$ cat config.mk
export PLATFORM = sky130hd
export DESIGN_NAME = pdc_regs
export DESIGN_NICKNAME = d
export VERILOG_FILES = /design/src/design/pdc_pkg.sv /design/src/design/pdc_err_counter.sv /design/src/design/pdc_regs.sv
export SDC_FILE = /design/constraint.sdc
export NUM_CORES = 1
export LEC_CHECK = 0
export BUFFER_PORTS_ARGS = -buffer_cell sky130_fd_sc_hd__buf_2
export CORE_MARGIN = 3
export CORE_UTILIZATION = 45
export CTS_CLUSTER_DIAMETER = 100
export CTS_CLUSTER_SIZE = 25
export DETAILED_ROUTE_END_ITERATION = 10
export PLACE_DENSITY = 0.66
export SYNTH_ARGS = -nofsm -noshare
export SYNTH_HDL_FRONTEND = slang
export SYNTH_SLANG_ARGS = --single-unit
$ cat constraint.sdc
create_clock -name clk -period 3.8 [get_ports clk]
set_clock_uncertainty 0.1 [all_clocks]
set_input_delay 0.19 -clock clk [delete_from_list [all_inputs] [get_ports clk]]
set_output_delay 0.19 -clock clk [all_outputs]
set_load 0.02 [all_outputs]
$ cat src/design/pdc_pkg.sv
// package for the diagnostic and control register group of the single-pair transceiver
// assumes one clock domain and a 16-bit register port addressed by register index
package pdc_pkg;

    // ------------------------------------------------------------
    // register port geometry
    // ------------------------------------------------------------
    localparam int          PDC_ADDR_W = 8;
    localparam int          PDC_DATA_W = 16;

    // ------------------------------------------------------------
    // register indices
    // ------------------------------------------------------------
    localparam logic [7:0]  PDC_OFF_EVENT_STATUS = 8'h18;
    localparam logic [7:0]  PDC_OFF_EVENT_CLEAR  = 8'h19;
    localparam logic [7:0]  PDC_OFF_SELFTEST_ONE = 8'h1b;
    localparam logic [7:0]  PDC_OFF_SELFTEST_LEN = 8'h1c;
    localparam logic [7:0]  PDC_OFF_CABLE_CTRL   = 8'h1e;
    localparam logic [7:0]  PDC_OFF_RESET_CTRL   = 8'h1f;

    // ------------------------------------------------------------
    // event flags: index 0 power-on done, 1 no frame, 2 power-save signal
    // ------------------------------------------------------------
    localparam int          PDC_EVT_N = 3;
    localparam int          PDC_FLAG_POS [PDC_EVT_N] = '{12, 11, 8};
    localparam int          PDC_EN_POS   [PDC_EVT_N] = '{4, 3, 0};
    localparam logic [2:0]  PDC_EN_RST = 3'h1;

    // ------------------------------------------------------------
    // self-test fields
    // ------------------------------------------------------------
    localparam int          PDC_ERR_W      = 8;
    localparam int          PDC_ERR_LSB    = 8;
    localparam int          PDC_LOCK_BIT   = 15;
    localparam int          PDC_GAP_W      = 8;
    localparam int          PDC_GAP_LSB    = 0;
    localparam logic [7:0]  PDC_GAP_RST    = 8'h7d;
    localparam int          PDC_GAP_SHIFT  = 2;
    localparam int          PDC_LEN_W      = 11;
    localparam int          PDC_LEN_LSB    = 0;
    localparam logic [10:0] PDC_LEN_RST    = 11'h5ee;

    // ------------------------------------------------------------
    // cable reflectometry and reset control fields
    // ------------------------------------------------------------
    localparam int          PDC_CABLE_GO_BIT   = 15;
    localparam int          PDC_CABLE_DONE_BIT = 1;
    localparam int          PDC_CABLE_FAIL_BIT = 0;
    localparam int          PDC_HWRST_BIT      = 15;
    localparam int          PDC_SWRST_BIT      = 14;
    localparam int          PDC_STBY_BIT       = 7;
    localparam logic [15:0] PDC_RSTCTRL_KEEP   = 16'h3fff;

    // ------------------------------------------------------------
    // types
    // ------------------------------------------------------------
    typedef struct packed {
        logic power_save;
        logic no_frame;
        logic por_done;
    } pdc_events_type;

    typedef struct packed {
        logic [PDC_GAP_W-1:0]               gap_quads;
        logic [PDC_GAP_W+PDC_GAP_SHIFT-1:0] gap_bytes;
        logic [PDC_LEN_W-1:0]               frame_bytes;
    } pdc_bist_cfg_type;

    typedef enum logic {
        PDC_CABLE_IDLE,
        PDC_CABLE_RUN
    } pdc_cable_state_type;

    function automatic logic pdc_hit(input logic [PDC_ADDR_W-1:0] addr, input logic [7:0] off);
        return addr == off;
    endfunction : pdc_hit

endpackage : pdc_pkg

$ cat src/design/pdc_err_counter.sv
// errored-byte counter of the self-test checker with lock-and-clear snapshot
// assumes err_byte is a one-cycle pulse per errored byte, synchronous to clk
`timescale 1ns/10ps
module pdc_err_counter
    import pdc_pkg::*;
#(
    parameter int W = PDC_ERR_W
) (
    input  wire logic         clk,
    input  wire logic         rst,
    input  wire logic         sync_clr,
    input  wire logic         err_byte,
    input  wire logic         lock,
    input  wire logic         wrap_mode,
    output logic [W-1:0]      held_count
);

    logic [W-1:0] count_reg;
    logic [W-1:0] count_next;
    wire  logic   at_max = &count_reg;

    // ------------------------------------------------------------
    // running count
    // ------------------------------------------------------------
    always_comb begin
        count_next = count_reg;
        if (lock) begin
            // an error in the lock cycle starts the new interval
            count_next = {{(W-1){1'b0}}, err_byte};
        end else if (err_byte && !(at_max && !wrap_mode)) begin
            count_next = count_reg + 1'b1;
        end
    end

    always_ff @(posedge clk or posedge rst) begin
        if (rst) begin
            count_reg <= '0;
        end else if (sync_clr) begin
            count_reg <= '0;
        end else begin
            count_reg <= count_next;
        end
    end

    always_ff @(posedge clk or posedge rst) begin
        if (rst) begin
            held_count <= '0;
        end else if (sync_clr) begin
            held_count <= '0;
        end else if (lock) begin
            held_count <= count_reg;
        end
    end
endmodule : pdc_err_counter

$ cat src/design/pdc_regs.sv
// diagnostic and control register group: event flags with interrupt, self-test settings,
// cable reflectometry start/done/fail, reset and standby controls
// assumes a 16-bit register port addressed by register index, read data one cycle later,
// and that the self-test and cable engines outside report by one-cycle pulses
`timescale 1ns/10ps
module pdc_regs
    import pdc_pkg::*;
(
    input  wire logic                  clk,
    input  wire logic                  rst,
    input  wire logic [PDC_ADDR_W-1:0] reg_addr,
    input  wire logic [PDC_DATA_W-1:0] reg_wdata,
    input  wire logic                  reg_wr,
    input  wire logic                  reg_rd,
    output logic      [PDC_DATA_W-1:0] reg_rdata,
    input  wire pdc_events_type        events,
    input  wire logic                  selftest_err_byte,
    input  wire logic                  selftest_err_mode,
    output pdc_bist_cfg_type           bist_cfg,
    output logic                       cable_test_go,
    output logic                       cable_test_active,
    input  wire logic                  cable_done_in,
    input  wire logic                  cable_fail_in,
    output logic                       device_reset,
    output logic                       circuit_restart,
    output logic                       standby,
    output logic                       irq
);

    // ------------------------------------------------------------
    // access decode
    // ------------------------------------------------------------
    wire logic wr_status = reg_wr && pdc_hit(reg_addr, PDC_OFF_EVENT_STATUS);
    wire logic wr_clear  = reg_wr && pdc_hit(reg_addr, PDC_OFF_EVENT_CLEAR);
    wire logic wr_bist1  = reg_wr && pdc_hit(reg_addr, PDC_OFF_SELFTEST_ONE);
    wire logic wr_bist2  = reg_wr && pdc_hit(reg_addr, PDC_OFF_SELFTEST_LEN);
    wire logic wr_cable  = reg_wr && pdc_hit(reg_addr, PDC_OFF_CABLE_CTRL);
    wire logic wr_rstc   = reg_wr && pdc_hit(reg_addr, PDC_OFF_RESET_CTRL);
    wire logic rd_status = reg_rd && pdc_hit(reg_addr, PDC_OFF_EVENT_STATUS);

    logic [PDC_EVT_N-1:0]   flag_reg;
    logic [PDC_EVT_N-1:0]   en_reg;
    logic [PDC_EVT_N-1:0]   evt;
    logic [PDC_GAP_W-1:0]   gap_reg;
    logic [PDC_LEN_W-1:0]   len_reg;
    logic [PDC_ERR_W-1:0]   err_held;
    logic [PDC_DATA_W-1:0]  rstctrl_reg;
    logic                   soft_rst_reg;
    logic                   restart_reg;
    logic                   cable_go_reg;
    logic                   cable_done_reg;
    logic                   cable_fail_reg;
    pdc_cable_state_type    cable_state;
    logic [PDC_DATA_W-1:0]  read_next;

    assign evt = {events.power_save, events.no_frame, events.por_done};

    // ------------------------------------------------------------
    // device reset from software
    // ------------------------------------------------------------
    // one-cycle pulse, then every register below except reg_rdata falls back to its reset value,
    // as with the reset pin; the pulse also leaves the block
    always_ff @(posedge clk or posedge rst) begin
        if (rst) begin
            soft_rst_reg <= 1'b0;
        end else begin
            soft_rst_reg <= wr_rstc && reg_wdata[PDC_HWRST_BIT] && !soft_rst_reg;
        end
    end
    assign device_reset = soft_rst_reg;

    always_ff @(posedge clk or posedge rst) begin
        if (rst) begin
            restart_reg <= 1'b0;
        end else if (soft_rst_reg) begin
            restart_reg <= 1'b0;
        end else begin
            restart_reg <= wr_rstc && reg_wdata[PDC_SWRST_BIT];
        end
    end
    assign circuit_restart = restart_reg;

    // bits 15 and 14 are never stored, so they read back as zero
    always_ff @(posedge clk or posedge rst) begin
        if (rst) begin
            rstctrl_reg <= '0;
        end else if (soft_rst_reg) begin
            rstctrl_reg <= '0;
        end else if (wr_rstc) begin
            rstctrl_reg <= reg_wdata & PDC_RSTCTRL_KEEP;
        end
    end
    assign standby = rstctrl_reg[PDC_STBY_BIT];

    // ------------------------------------------------------------
    // event flags and interrupt
    // ------------------------------------------------------------
    // set beats a status read and the clear register, so an event in the clearing cycle is not lost
    for (genvar g = 0; g < PDC_EVT_N; g++) begin : gen_flag
        always_ff @(posedge clk or posedge rst) begin
            if (rst) begin
                flag_reg[g] <= 1'b0;
            end else if (soft_rst_reg) begin
                flag_reg[g] <= 1'b0;
            end else if (evt[g]) begin
                flag_reg[g] <= 1'b1;
            end else if (rd_status || (wr_clear && reg_wdata[PDC_FLAG_POS[g]])) begin
                flag_reg[g] <= 1'b0;
            end
        end

        always_ff @(posedge clk or posedge rst) begin
            if (rst) begin
                en_reg[g] <= PDC_EN_RST[g];
            end else if (soft_rst_reg) begin
                en_reg[g] <= PDC_EN_RST[g];
            end else if (wr_status) begin
                en_reg[g] <= reg_wdata[PDC_EN_POS[g]];
            end
        end
    end

    assign irq = |(flag_reg & en_reg);

    // ------------------------------------------------------------
    // self-test settings and error counter
    // ------------------------------------------------------------
    always_ff @(posedge clk or posedge rst) begin
        if (rst) begin
            gap_reg <= PDC_GAP_RST;
        end else if (soft_rst_reg) begin
            gap_reg <= PDC_GAP_RST;
        end else if (wr_bist1) begin
            gap_reg <= reg_wdata[PDC_GAP_LSB +: PDC_GAP_W];
        end
    end

    always_ff @(posedge clk or posedge rst) begin
        if (rst) begin
            len_reg <= PDC_LEN_RST;
        end else if (soft_rst_reg) begin
            len_reg <= PDC_LEN_RST;
        end else if (wr_bist2) begin
            len_reg <= reg_wdata[PDC_LEN_LSB +: PDC_LEN_W];
        end
    end

    assign bist_cfg.gap_quads   = gap_reg;
    assign bist_cfg.gap_bytes   = {gap_reg, {PDC_GAP_SHIFT{1'b0}}};
    assign bist_cfg.frame_bytes = len_reg;

    pdc_err_counter #(
        .W          (PDC_ERR_W)
    ) u_err_counter (
        .clk        (clk),
        .rst        (rst),
        .sync_clr   (soft_rst_reg),
        .err_byte   (selftest_err_byte),
        .lock       (wr_bist1 && reg_wdata[PDC_LOCK_BIT]),
        .wrap_mode  (selftest_err_mode),
        .held_count (err_held)
    );

    // ------------------------------------------------------------
    // cable reflectometry sequencing
    // ------------------------------------------------------------
    // the start bit reads one for as long as the measurement runs; a second
    // start while running is ignored rather than restarting the engine
    always_ff @(posedge clk or posedge rst) begin
        if (rst) begin
            cable_state    <= PDC_CABLE_IDLE;
            cable_go_reg   <= 1'b0;
            cable_done_reg <= 1'b0;
            cable_fail_reg <= 1'b0;
        end else if (soft_rst_reg) begin
            cable_state    <= PDC_CABLE_IDLE;
            cable_go_reg   <= 1'b0;
            cable_done_reg <= 1'b0;
            cable_fail_reg <= 1'b0;
        end else begin
            cable_go_reg <= 1'b0;
            case (cable_state)
                PDC_CABLE_IDLE: begin
                    if (wr_cable && reg_wdata[PDC_CABLE_GO_BIT]) begin
                        cable_state    <= PDC_CABLE_RUN;
                        cable_go_reg   <= 1'b1;
                        cable_done_reg <= 1'b0;
                        cable_fail_reg <= 1'b0;
                    end
                end
                PDC_CABLE_RUN: begin
                    if (cable_done_in) begin
                        cable_state    <= PDC_CABLE_IDLE;
                        cable_done_reg <= 1'b1;
                        cable_fail_reg <= cable_fail_in;
                    end
                end
                default: begin
                    cable_state <= PDC_CABLE_IDLE;
                end
            endcase
        end
    end

    assign cable_test_go     = cable_go_reg;
    assign cable_test_active = (cable_state == PDC_CABLE_RUN);

    // ------------------------------------------------------------
    // read path
    // ------------------------------------------------------------
    always_comb begin
        read_next = '0;
        case (reg_addr)
            PDC_OFF_EVENT_STATUS: begin
                for (int i = 0; i < PDC_EVT_N; i++) begin
                    read_next[PDC_FLAG_POS[i]] = flag_reg[i];
                    read_next[PDC_EN_POS[i]]   = en_reg[i];
                end
            end
            PDC_OFF_SELFTEST_ONE: begin
                read_next[PDC_ERR_LSB +: PDC_ERR_W] = err_held;
                read_next[PDC_GAP_LSB +: PDC_GAP_W] = gap_reg;
            end
            PDC_OFF_SELFTEST_LEN: begin
                read_next[PDC_LEN_LSB +: PDC_LEN_W] = len_reg;
            end
            PDC_OFF_CABLE_CTRL: begin
                read_next[PDC_CABLE_GO_BIT]   = cable_test_active;
                read_next[PDC_CABLE_DONE_BIT] = cable_done_reg;
                read_next[PDC_CABLE_FAIL_BIT] = cable_fail_reg;
            end
            PDC_OFF_RESET_CTRL: begin
                read_next = rstctrl_reg;
            end
            default: begin
                read_next = '0;
            end
        endcase
    end

    // data stand only in the cycle after the read strobe
    always_ff @(posedge clk or posedge rst) begin
        if (rst) begin
            reg_rdata <= '0;
        end else begin
            reg_rdata <= reg_rd ? read_next : '0;
        end
    end
endmodule : pdc_regs

==> results.sh, run 1 <==
export IMPL_outcome="completed"
export IMPL_irDropWorstVdd_uv=279.0
export IMPL_reg2reg_to="flag_reg[1]"
export IMPL_drt_iter0_markers=145
export IMPL_worstMarginPinSlew_ns=0.7941
export IMPL_ys_async_sr_fraction=1.000
export IMPL_areaGrowthSynthToFinish_pct=17.02
export IMPL_drt_vias_per_instance=5.430
export IMPL_fmax_ghz=0.4592
export IMPL_finalSetupViolCount=0
export IMPL_ys_seq_area_frac=0.5140
export IMPL_wl_per_cell_um=17.46
export IMPL_reg2reg_from="device_reset"
export IMPL_final_common_cell="buf_2"
export IMPL_num_vias=2791
export IMPL_cts_resized_gates=0
export IMPL_grt_pass1_vias=2852
export IMPL_synth_cell_types=52
export IMPL_startpoint_type="primary input"
export IMPL_clock_latency_ns=0.34
export IMPL_gp_congestion=0.7935
export IMPL_p_per_area_nw_per_um2=424.8
export IMPL_power_leakage_nw=2.094
export IMPL_maxSlewViolCount=0
export IMPL_hold_viol_final=0
export IMPL_grt_max_degree=40
export IMPL_syn_cell_area_um2=3785
export IMPL_synthTopCellsByArea="dfrtp_1, mux2i_1, dfstp_2"
export IMPL_ys_warnings_count=0
export IMPL_largest_reg_flops=16
export IMPL_clock_sinks=77
export IMPL_whs_endpoint="len_reg[7]"
export IMPL_drcViolationCount=0
export IMPL_synth_seq_cells=77
export IMPL_diodes=0
export IMPL_ant_nets=0
export IMPL_syn_area_per_cell_um2=11.33
export IMPL_fin_setup_tns_ns=0
export IMPL_numCtsBuffers=9
export IMPL_cp_num_buf_inv=2
export IMPL_synth_ff_type="dfrtp_1"
export IMPL_yosysTopAreaCell="dfrtp_1"
export IMPL_synth_edff_count=0
export IMPL_clock_path_buffers=2
export IMPL_h_tree_depth=3
export IMPL_grt_overflow=0
export IMPL_arrival_ns=2.31
export IMPL_place_inst=491
export IMPL_cp_slowest_stage_delay_ns=0.87
export IMPL_fin_crit_sh=0.5731
export IMPL_worstPathRequired_ns=3.93
export IMPL_cts_root_buffer="clkbuf_8"
export IMPL_rsz0062_at_grt="false"
export IMPL_critPathSlowestCell="nor4b_4"
export IMPL_synth_top_area_frac=0.4099
export IMPL_fin_util=0.5587
export IMPL_hpwlAfterDp_um=6201
export IMPL_critPathKind="in2reg"
export IMPL_hold_path_class="in2reg"
export IMPL_drive_gt1_frac=0.3277
export IMPL_antenna_found_initial=0
export IMPL_grt_pass1_wl_um=14950
export IMPL_die_area_um2=9547
export IMPL_crit_path_cell_trace="buf_2 > nand4bb_1 > nor4b_4 > buf_4 > mux2i_1 > nor2_1"
export IMPL_whs_path_depth=3
export IMPL_syn_inst=334
export IMPL_rr_worst_depth=2
export IMPL_cap_violations=0
export IMPL_fp_dieH_um=97.71
export IMPL_start_util=0.4774
export IMPL_pin_count=86
export IMPL_die_w_um=97.71
export IMPL_worstPathMaxFanout=9
export IMPL_drt_first_pass_iters=4
export IMPL_min_period_ns=2.178
export IMPL_path_delay_family="simple AND/OR/NAND/NOR gates"
export IMPL_final_cell_count_no_fill=514
export IMPL_hold_path_startpoint="reg_wdata[7]"
export IMPL_cts_clk_slew_worst_paths_ns=0.08
export IMPL_finalNetCount=443
export IMPL_wl_um=8974
export IMPL_regToRegSetupSlack_ns=1.87
export IMPL_coreArea_um2=7928
export IMPL_slew_limit_headroom=0.4698
export IMPL_cp_end_kind="flop"
export IMPL_io_buffers=83
export IMPL_layout_common_cells="buf_2, dfrtp_1, mux2i_1"
export IMPL_rows=32
export IMPL_cts_tree="built"
export IMPL_grt_use_total=0.1965
==> where the power goes <==
part           internal, mW  switching (mW)
sequential            0.884          0.0629
clock                 0.389           0.309
combinational         0.102           0.134
total                  1.38           0.506
==> per-stage QoR <==
step	cell area (um^2)	worst slack (ns)	total power [mW]	hold WS (ns)
2_1_floorplan	3789	1.568	1.121	0.2134
3_3_place_gp	4134	1.345	1.187	0.2840
3_5_place_dp	4134	1.264	1.194	0.2908
4_1_cts	4429	1.626	1.895	0.001947
5_1_grt	4429	1.469	1.970	0.004031
6_report	4429	1.622	1.881	0.01537
==> cell families (layout without fill, tap and decap cells) <==
kind of cell,Yosys count,after routing,share of synthesized area
and+or+nand+nor,112,112,0.1666
DFF,77,77,0.5141
muxes,52,52,0.1408
AOI/OAI and AO/OA,46,46,0.09422
buffers and inverters,39,116,0.06611
xor gates and xnor gates,6,6,0.01388
adders and majority gates,1,1,0.003305
other,1,2,0.0009908
==> worst reg2reg max path, cell delays in order (launching register included) <==
cell	delay, ns
dfrtp_1	0.81
inv_1	0.55
a32o_1	0.36
==> final cells by class <==
cell class              instances  area, um^2
clock buffers                  11       141.4
clock inverters                 5       83.83
fillers                       718        3498
inverters                       6       22.52
multi-input cells             219        1593
flip-flops and latches         77        1946
well taps                     102       127.6
repair buffers                 94       515.5
==> cells in the mapped netlist, drive strengths merged (2+ instances only) <==
library cell   n
a21oi          6
nor2          36
mux2i         42
o2111ai        3
o22a           3
a22o          10
nand3b         4
nand3          6
nand4b         3
dfstp         15
and3b          2
nand4          3
mux2          10
nand4bb        2
and2           2
a31oi          2
nor3           3
and3           6
o21ai          2
nand2         26
nor4b          2
clkbuf         9
a22oi          8
o211ai         2
nor4           2
inv            6
xor2           5
nor2b         10
buf           24
a32o           3
dfrtp         62
==> repair_timing <==
| action | in CTS | in global routing |
|---|---|---|
| hold buffers | 7 | 0 |
| buffers inserted | 0 | 0 |
| endpoints found under the hold margin | 32 | 0 |
==> worst max-delay path by stage <==
stage	end	slack, ns	from	cells past startpoint
after floorplan	cable_done_reg	1.57	rst	1
after CTS	rstctrl_reg[7]	1.63	reg_addr[7]	6
final	rstctrl_reg[7]	1.62	reg_addr[7]	6
after global routing	rstctrl_reg[7]	1.47	reg_addr[7]	6
after global placement	rstctrl_reg[9]	1.35	reg_addr[2]	6
after detailed placement	rstctrl_reg[7]	1.26	reg_addr[7]	6
==> per-layer routing <==
| layer | vias up | global-route usage | routed length [um] |
|---|---|---|---|
| met5 | - | 0 | 0 |
| met4 | 0 | 0.05112 | 115 |
| met3 | 12 | 0.04738 | 471 |
| met2 | 78 | 0.3031 | 4262 |
| met1 | 1383 | 0.2798 | 4124 |
| li1 | 1318 | - | - |
Note: power is estimated with default switching activity, not from simulation.
==> run 2: changes to the inputs <==
--- a/config.mk
+++ b/config.mk
@@ -5,13 +5,14 @@
 export SDC_FILE = /design/constraint.sdc
 export NUM_CORES = 1
 export LEC_CHECK = 0
+export ABC_AREA = 1
 export BUFFER_PORTS_ARGS = -buffer_cell sky130_fd_sc_hd__buf_2
 export CORE_MARGIN = 3
 export CORE_UTILIZATION = 45
 export CTS_CLUSTER_DIAMETER = 100
 export CTS_CLUSTER_SIZE = 25
 export DETAILED_ROUTE_END_ITERATION = 10
-export PLACE_DENSITY = 0.66
+export PLACE_DENSITY = 0.69
 export SYNTH_ARGS = -nofsm -noshare
 export SYNTH_HDL_FRONTEND = slang
 export SYNTH_SLANG_ARGS = --single-unit
==> constraint.sdc (replaced) <==
create_clock -name clk -period 1.9 [get_ports clk]
set_clock_uncertainty 0.1 [all_clocks]
set_input_delay 0.095 -clock clk [delete_from_list [all_inputs] [get_ports clk]]
set_output_delay 0.095 -clock clk [all_outputs]
set_load 0.02 [all_outputs]
==> results.sh, run 2 <==
export IMPL_outcome="completed"
export IMPL_wl_um=9605
export IMPL_diodes=0
export IMPL_synth_most_common_cell="nand2_1"
export IMPL_syn_area_per_cell_um2=8.097
export IMPL_fmax_ghz=0.5820
export IMPL_final_common_cell="nand2_1"
export IMPL_hold_worst_slack_ns=0.007714
export IMPL_synth_seq_cells=77
export IMPL_power_leakage_nw=2.606
export IMPL_synth_ff_type="dfrtp_1"
export IMPL_stdcell_area_um2=4755
export IMPL_synth_edff_count=0
export IMPL_wl_per_cell_um=14.08
export IMPL_yosysTopAreaCell="dfrtp_1"
export IMPL_ys_async_sr_fraction=1.000
export IMPL_startpoint_type="flop"
export IMPL_pin_count=86
export IMPL_cp_end_kind="flop"
export IMPL_hold_path_class="in2reg"
export IMPL_cts_root_buffer="clkbuf_8"
export IMPL_drt_vias_per_instance=5.116
export IMPL_clock_path_buffers=2
export IMPL_maxSlewViolCount=0
export IMPL_irDropWorstVdd_uv=465.0
export IMPL_ys_warnings_count=0
export IMPL_timing_final_ws_setup_ns=0.1818
export IMPL_cts_tree="built"
export IMPL_syn_cell_area_um2=3781
export IMPL_power_mw=3.928
export IMPL_worstPathRequired_ns=2.03
export IMPL_num_vias=3489
export IMPL_cp_num_buf_inv=3
export IMPL_critPathKind="reg2reg"
export IMPL_areaGrowthSynthToFinish_pct=25.74
export IMPL_numCtsBuffers=9
export IMPL_ant_nets=0
export IMPL_grt_pass1_wl_um=16400
export IMPL_h_tree_depth=3
export IMPL_syn_inst=467
export IMPL_grt_pass1_vias=3376
export IMPL_start_util=0.4770
export IMPL_hold_viol_final=0
export IMPL_die_w_um=97.67
export IMPL_coreArea_um2=7928
export IMPL_crit_path_cell_trace="clkinv_1 > buf_4 > nand4_1 > dlygate4sd3_1 > nand2_1"
export IMPL_gp_congestion=0.8729
export IMPL_postCtsSetupBuffers=0
export IMPL_drcViolationCount=0
export IMPL_arrival_ns=1.85
export IMPL_grt_use_total=0.2116
export IMPL_cap_violations=0
export IMPL_drt_first_pass_iters=4
export IMPL_die_area_um2=9538
export IMPL_rsz0062_at_grt="false"
export IMPL_clock_latency_ns=0.34
export IMPL_synth_cell_types=33
export IMPL_path_delay_family="buffers and inverters"
export IMPL_layout_common_cells="nand2_1, buf_2, dfrtp_1"
export IMPL_finalSetupViolCount=0
export IMPL_placed_cell_area_um2=4260
export IMPL_dp_slack_ns=0.1819
export IMPL_clock_sinks=77
export IMPL_cts_clk_slew_worst_paths_ns=0.08
export IMPL_min_period_ns=1.718
export IMPL_hpwlAfterDp_um=6975
export IMPL_grt_max_degree=58
export IMPL_io_buffers=83
export IMPL_synthTopCellsByArea="dfrtp_1, nand2_1, dfstp_2"
export IMPL_antenna_found_initial=0
export IMPL_p_per_area_nw_per_um2=826.2
export IMPL_ys_top_cells_by_count="nand2_1, dfrtp_1, nand3_1"
export IMPL_fin_crit_sh=0.9043
export IMPL_worstPathMaxFanout=7
export IMPL_cp_slowest_stage_delay_ns=0.55
export IMPL_finalNetCount=611
export IMPL_drive_gt1_frac=0.2638
export IMPL_grt_overflow=0
export IMPL_rows=32
export IMPL_fp_dieH_um=97.67
export IMPL_fin_setup_tns_ns=0
export IMPL_synth_top_area_frac=0.4103
export IMPL_n_fill_cell=745
export IMPL_ys_seq_area_frac=0.5146
export IMPL_largest_reg_flops=16
export IMPL_drt_iter0_markers=168
export IMPL_critPathSlowestCell="dlygate4sd3_1"
==> run 2: worst reg2reg max path: stages, from the launching register on <==
cell	delay (ns)
dfrtp_1	0.35
clkinv_1	0.24
buf_4	0.26
nand4_1	0.06
dlygate4sd3_1	0.55
nand2_1	0.05
==> run 2: cell families after synthesis <==
| group | share of synthesized area |
|---|---|
| AND/OR/NAND/NOR | 0.3170 |
| AO/OA/AOI/OAI | 0.06486 |
| adder cells (fa/ha/maj) | 0.003309 |
| flip-flops | 0.5146 |
| buffers and inverters | 0.09695 |
| other | 0.0009918 |
| XOR/XNOR | 0.002317 |
==> run 2: final timing paths <==
check | start | end | slack, ns | cells past startpoint
min reg2reg | len_reg[2] | len_reg[2] | 0.37 | 2
min | reg_rd | reg_rdata[5] | 0.008 | 3
max in group asynchronous | rst | len_reg[10] | 0.79 | 4
max reg2reg | device_reset | cable_fail_reg | 0.18 | 5
min in group asynchronous | rst | len_reg[4] | 0.23 | 3
max | device_reset | cable_fail_reg | 0.18 | 5
==> run 2: per-layer routing <==
metal / global-route usage / part of all wire / vias up
met5: 0 / 0 / -
met4: 0.06070 / 0.016 / 0
met3: 0.03087 / 0.074 / 12
met2: 0.3574 / 0.49 / 107
met1: 0.2830 / 0.42 / 1683
li1: - / - / 1687
==> run 2: power breakdown <==
group	switching (mW)	leakage [nW]	internal, mW
registers	0.116	0.996	1.79
clock network	0.596	0.116	0.873
logic	0.348	1.49	0.208
==> run 2: cell type report <==
type,instances,area [um^2],area share
clock buffer,10,127.6,0.02684
clock inverter,6,111.4,0.02342
inverter,53,203.9,0.04289
multi-input combinational,315,1478,0.3108
sequential,77,1946,0.4092
tap,102,127.6,0.02684
timing repair buffer,119,760.7,0.1600
==> run 2: stage by stage <==
stage,std cells,util
finish,682,0.5997
CTS,682,0.5991
global placement,641,0.5374
floorplan,468,-
detailed placement,641,0.5374
global route,682,0.5997
==> run 2: timing repair <==
action                                  4_1_cts  5_1_grt
hold endpoints to repair                     63        0
hold buffers                                 25        0
gates resized for setup                       0        2
endpoints found under the setup margin        0        3
==> run 3: changes to the inputs <==
--- a/config.mk
+++ b/config.mk
@@ -7,7 +7,6 @@
 export LEC_CHECK = 0
 export ABC_AREA = 1
 export BUFFER_PORTS_ARGS = -buffer_cell sky130_fd_sc_hd__buf_2
-export CORE_MARGIN = 3
 export CORE_UTILIZATION = 45
 export CTS_CLUSTER_DIAMETER = 100
 export CTS_CLUSTER_SIZE = 25
==> results.sh, run 3 (synthesis results as in run 2) <==
export IMPL_outcome="completed"
export IMPL_clock_sinks=77
export IMPL_crit_top_cell="nand2_1"
export IMPL_cp_end_kind="flop"
export IMPL_hold_viol_final=0
export IMPL_worstMarginPinSlew_ns=0.5665
export IMPL_path_delay_family="buffers and inverters"
export IMPL_finalNetCount=615
export IMPL_timing_final_ws_setup_ns=0.2595
export IMPL_num_vias=3479
export IMPL_start_util=0.4625
export IMPL_wl_um=9716
export IMPL_power_leakage_nw=2.597
export IMPL_cts_tree="built"
export IMPL_grt_use_total=0.2421
export IMPL_drt_first_pass_iters=5
export IMPL_startpoint_type="primary input"
export IMPL_crit_path_cell_trace="dlygate4sd3_1 > buf_2 > inv_1 > nand2_1 > nor2_2 > nand2_2 > nor2_4 > buf_4 > nand2_1 > o21ai_0 > nand2_1"
export IMPL_clock_latency_ns=0.36
export IMPL_worstPathRequired_ns=2.08
export IMPL_grt_pass1_wl_um=15900
export IMPL_critPathSlowestCell="dlygate4sd3_1"
export IMPL_min_period_ns=1.640
export IMPL_ant_nets=0
export IMPL_crit_start="reg_addr[1]"
export IMPL_layout_common_cells="nand2_1, buf_2, dfrtp_1"
export IMPL_placed_cell_area_um2=4282
export IMPL_critPathKind="in2reg"
export IMPL_die_area_um2=8773
export IMPL_final_common_cell="nand2_1"
export IMPL_place_inst=648
export IMPL_grt_max_degree=27
export IMPL_cp_num_buf_inv=4
export IMPL_reg2reg_from="device_reset"
export IMPL_maxSlewViolCount=0
export IMPL_fin_util=0.5785
export IMPL_postCtsSetupBuffers=0
export IMPL_largest_reg_flops=16
export IMPL_hpwlAfterDp_um=7065
export IMPL_endpoint="len_reg[10]"
export IMPL_p_per_area_nw_per_um2=777.7
export IMPL_antenna_found_initial=0
export IMPL_fp_dieH_um=93.67
export IMPL_worstPathMaxFanout=11
export IMPL_cts_clk_slew_worst_paths_ns=0.08
export IMPL_multi_input_area_um2=1478
export IMPL_numCtsBuffers=9
export IMPL_io_buffers=83
export IMPL_fin_crit_sh=0.8634
export IMPL_drt_vias_per_instance=5.049
export IMPL_cts_root_buffer="clkbuf_8"
export IMPL_rsz0062_at_grt="false"
export IMPL_regToRegSetupSlack_ns=0.27
export IMPL_grt_pass1_vias=3317
export IMPL_power_mw=3.678
export IMPL_dp_slack_ns=0.2083
export IMPL_pin_count=86
export IMPL_path_depth=11
export IMPL_cp_slowest_stage_delay_ns=0.53
export IMPL_cap_violations=0
export IMPL_hold_worst_slack_ns=0.03585
export IMPL_clock_path_buffers=2
export IMPL_final_cell_count_no_fill=689
export IMPL_gp_congestion=0.8859
export IMPL_wl_per_cell_um=14.10
export IMPL_irDropWorstVdd_uv=523.8
export IMPL_arrival_ns=1.83
export IMPL_fmax_ghz=0.6096
export IMPL_slew_limit_headroom=0.6215
export IMPL_n_fill_cell=765
export IMPL_grt_overflow=0
export IMPL_seqCellArea_um2=1947
export IMPL_hold_path_class="in2reg"
export IMPL_finalSetupViolCount=0
export IMPL_reg2reg_to="cable_fail_reg"
export IMPL_fin_setup_tns_ns=0
export IMPL_coreArea_um2=8175
export IMPL_stdcell_area_um2=4730
export IMPL_rr_worst_depth=5
export IMPL_areaGrowthSynthToFinish_pct=25.08
export IMPL_drive_gt1_frac=0.2705
export IMPL_drt_iter0_markers=175
export IMPL_drcViolationCount=0
export IMPL_diodes=0
export IMPL_whs_path_depth=5
export IMPL_h_tree_depth=3
export IMPL_rows=33
export IMPL_die_w_um=93.67
==> run 3: cell count changes in the layout (fill, tap and decap cells not counted), sizes merged <==
| cell | delta |
|---|---|
| buf | +4 |
| clkinvlp | +1 |
| bufinv | -2 |
| clkinv | +1 |
==> run 3: repair_timing <==
action	in CTS	in global routing
resized for setup	0	3
endpoints found under the setup margin	0	3
hold endpoints to repair	68	0
hold buffers	25	0
==> run 3: worst min path at each step <==
| stage | endpoint | slack [ns] | from |
|---|---|---|---|
| 2_1_floorplan | circuit_restart | 0.10 | reg_wdata[14] |
| 3_3_place_gp | reg_rdata[0] | 0.08 | rst |
| 3_5_place_dp | reg_rdata[0] | 0.08 | rst |
| 4_1_cts | u_err_counter.count_reg[4] | 0.02 | selftest_err_byte |
| 5_1_grt | gap_reg[6] | 0.04 | reg_wr |
| 6_report | u_err_counter.count_reg[4] | 0.04 | selftest_err_byte |
==> run 3: where the power goes <==
group	total, mW	switching (mW)	internal (mW)	leakage [nW]
logic	0.555	0.345	0.209	1.51
registers	1.90	0.111	1.79	0.995
clock network	1.22	0.619	0.604	0.0923
==> run 3: final cells by class <==
type | count | share of cell area
sequential | 77 | 0.4116
multi-input combinational | 315 | 0.3124
timing repair buffer | 123 | 0.1646
inverter | 53 | 0.04312
tap | 105 | 0.02778
clock buffer | 10 | 0.02698
clock inverter | 6 | 0.01349
==> run 3: per-layer routing <==
metal,GRT usage,part of all wire
met3,0.04935,0.067
met1,0.3038,0.43
met4,0.1013,0.021
met5,0,0
met2,0.4063,0.48
==> run 3: worst min-delay path: stages <==
cell and delay [ns]:
buf_2 0.10, inv_1 0.08, o21ai_0 0.09, nand2_1 0.06, nor2_1 0.04
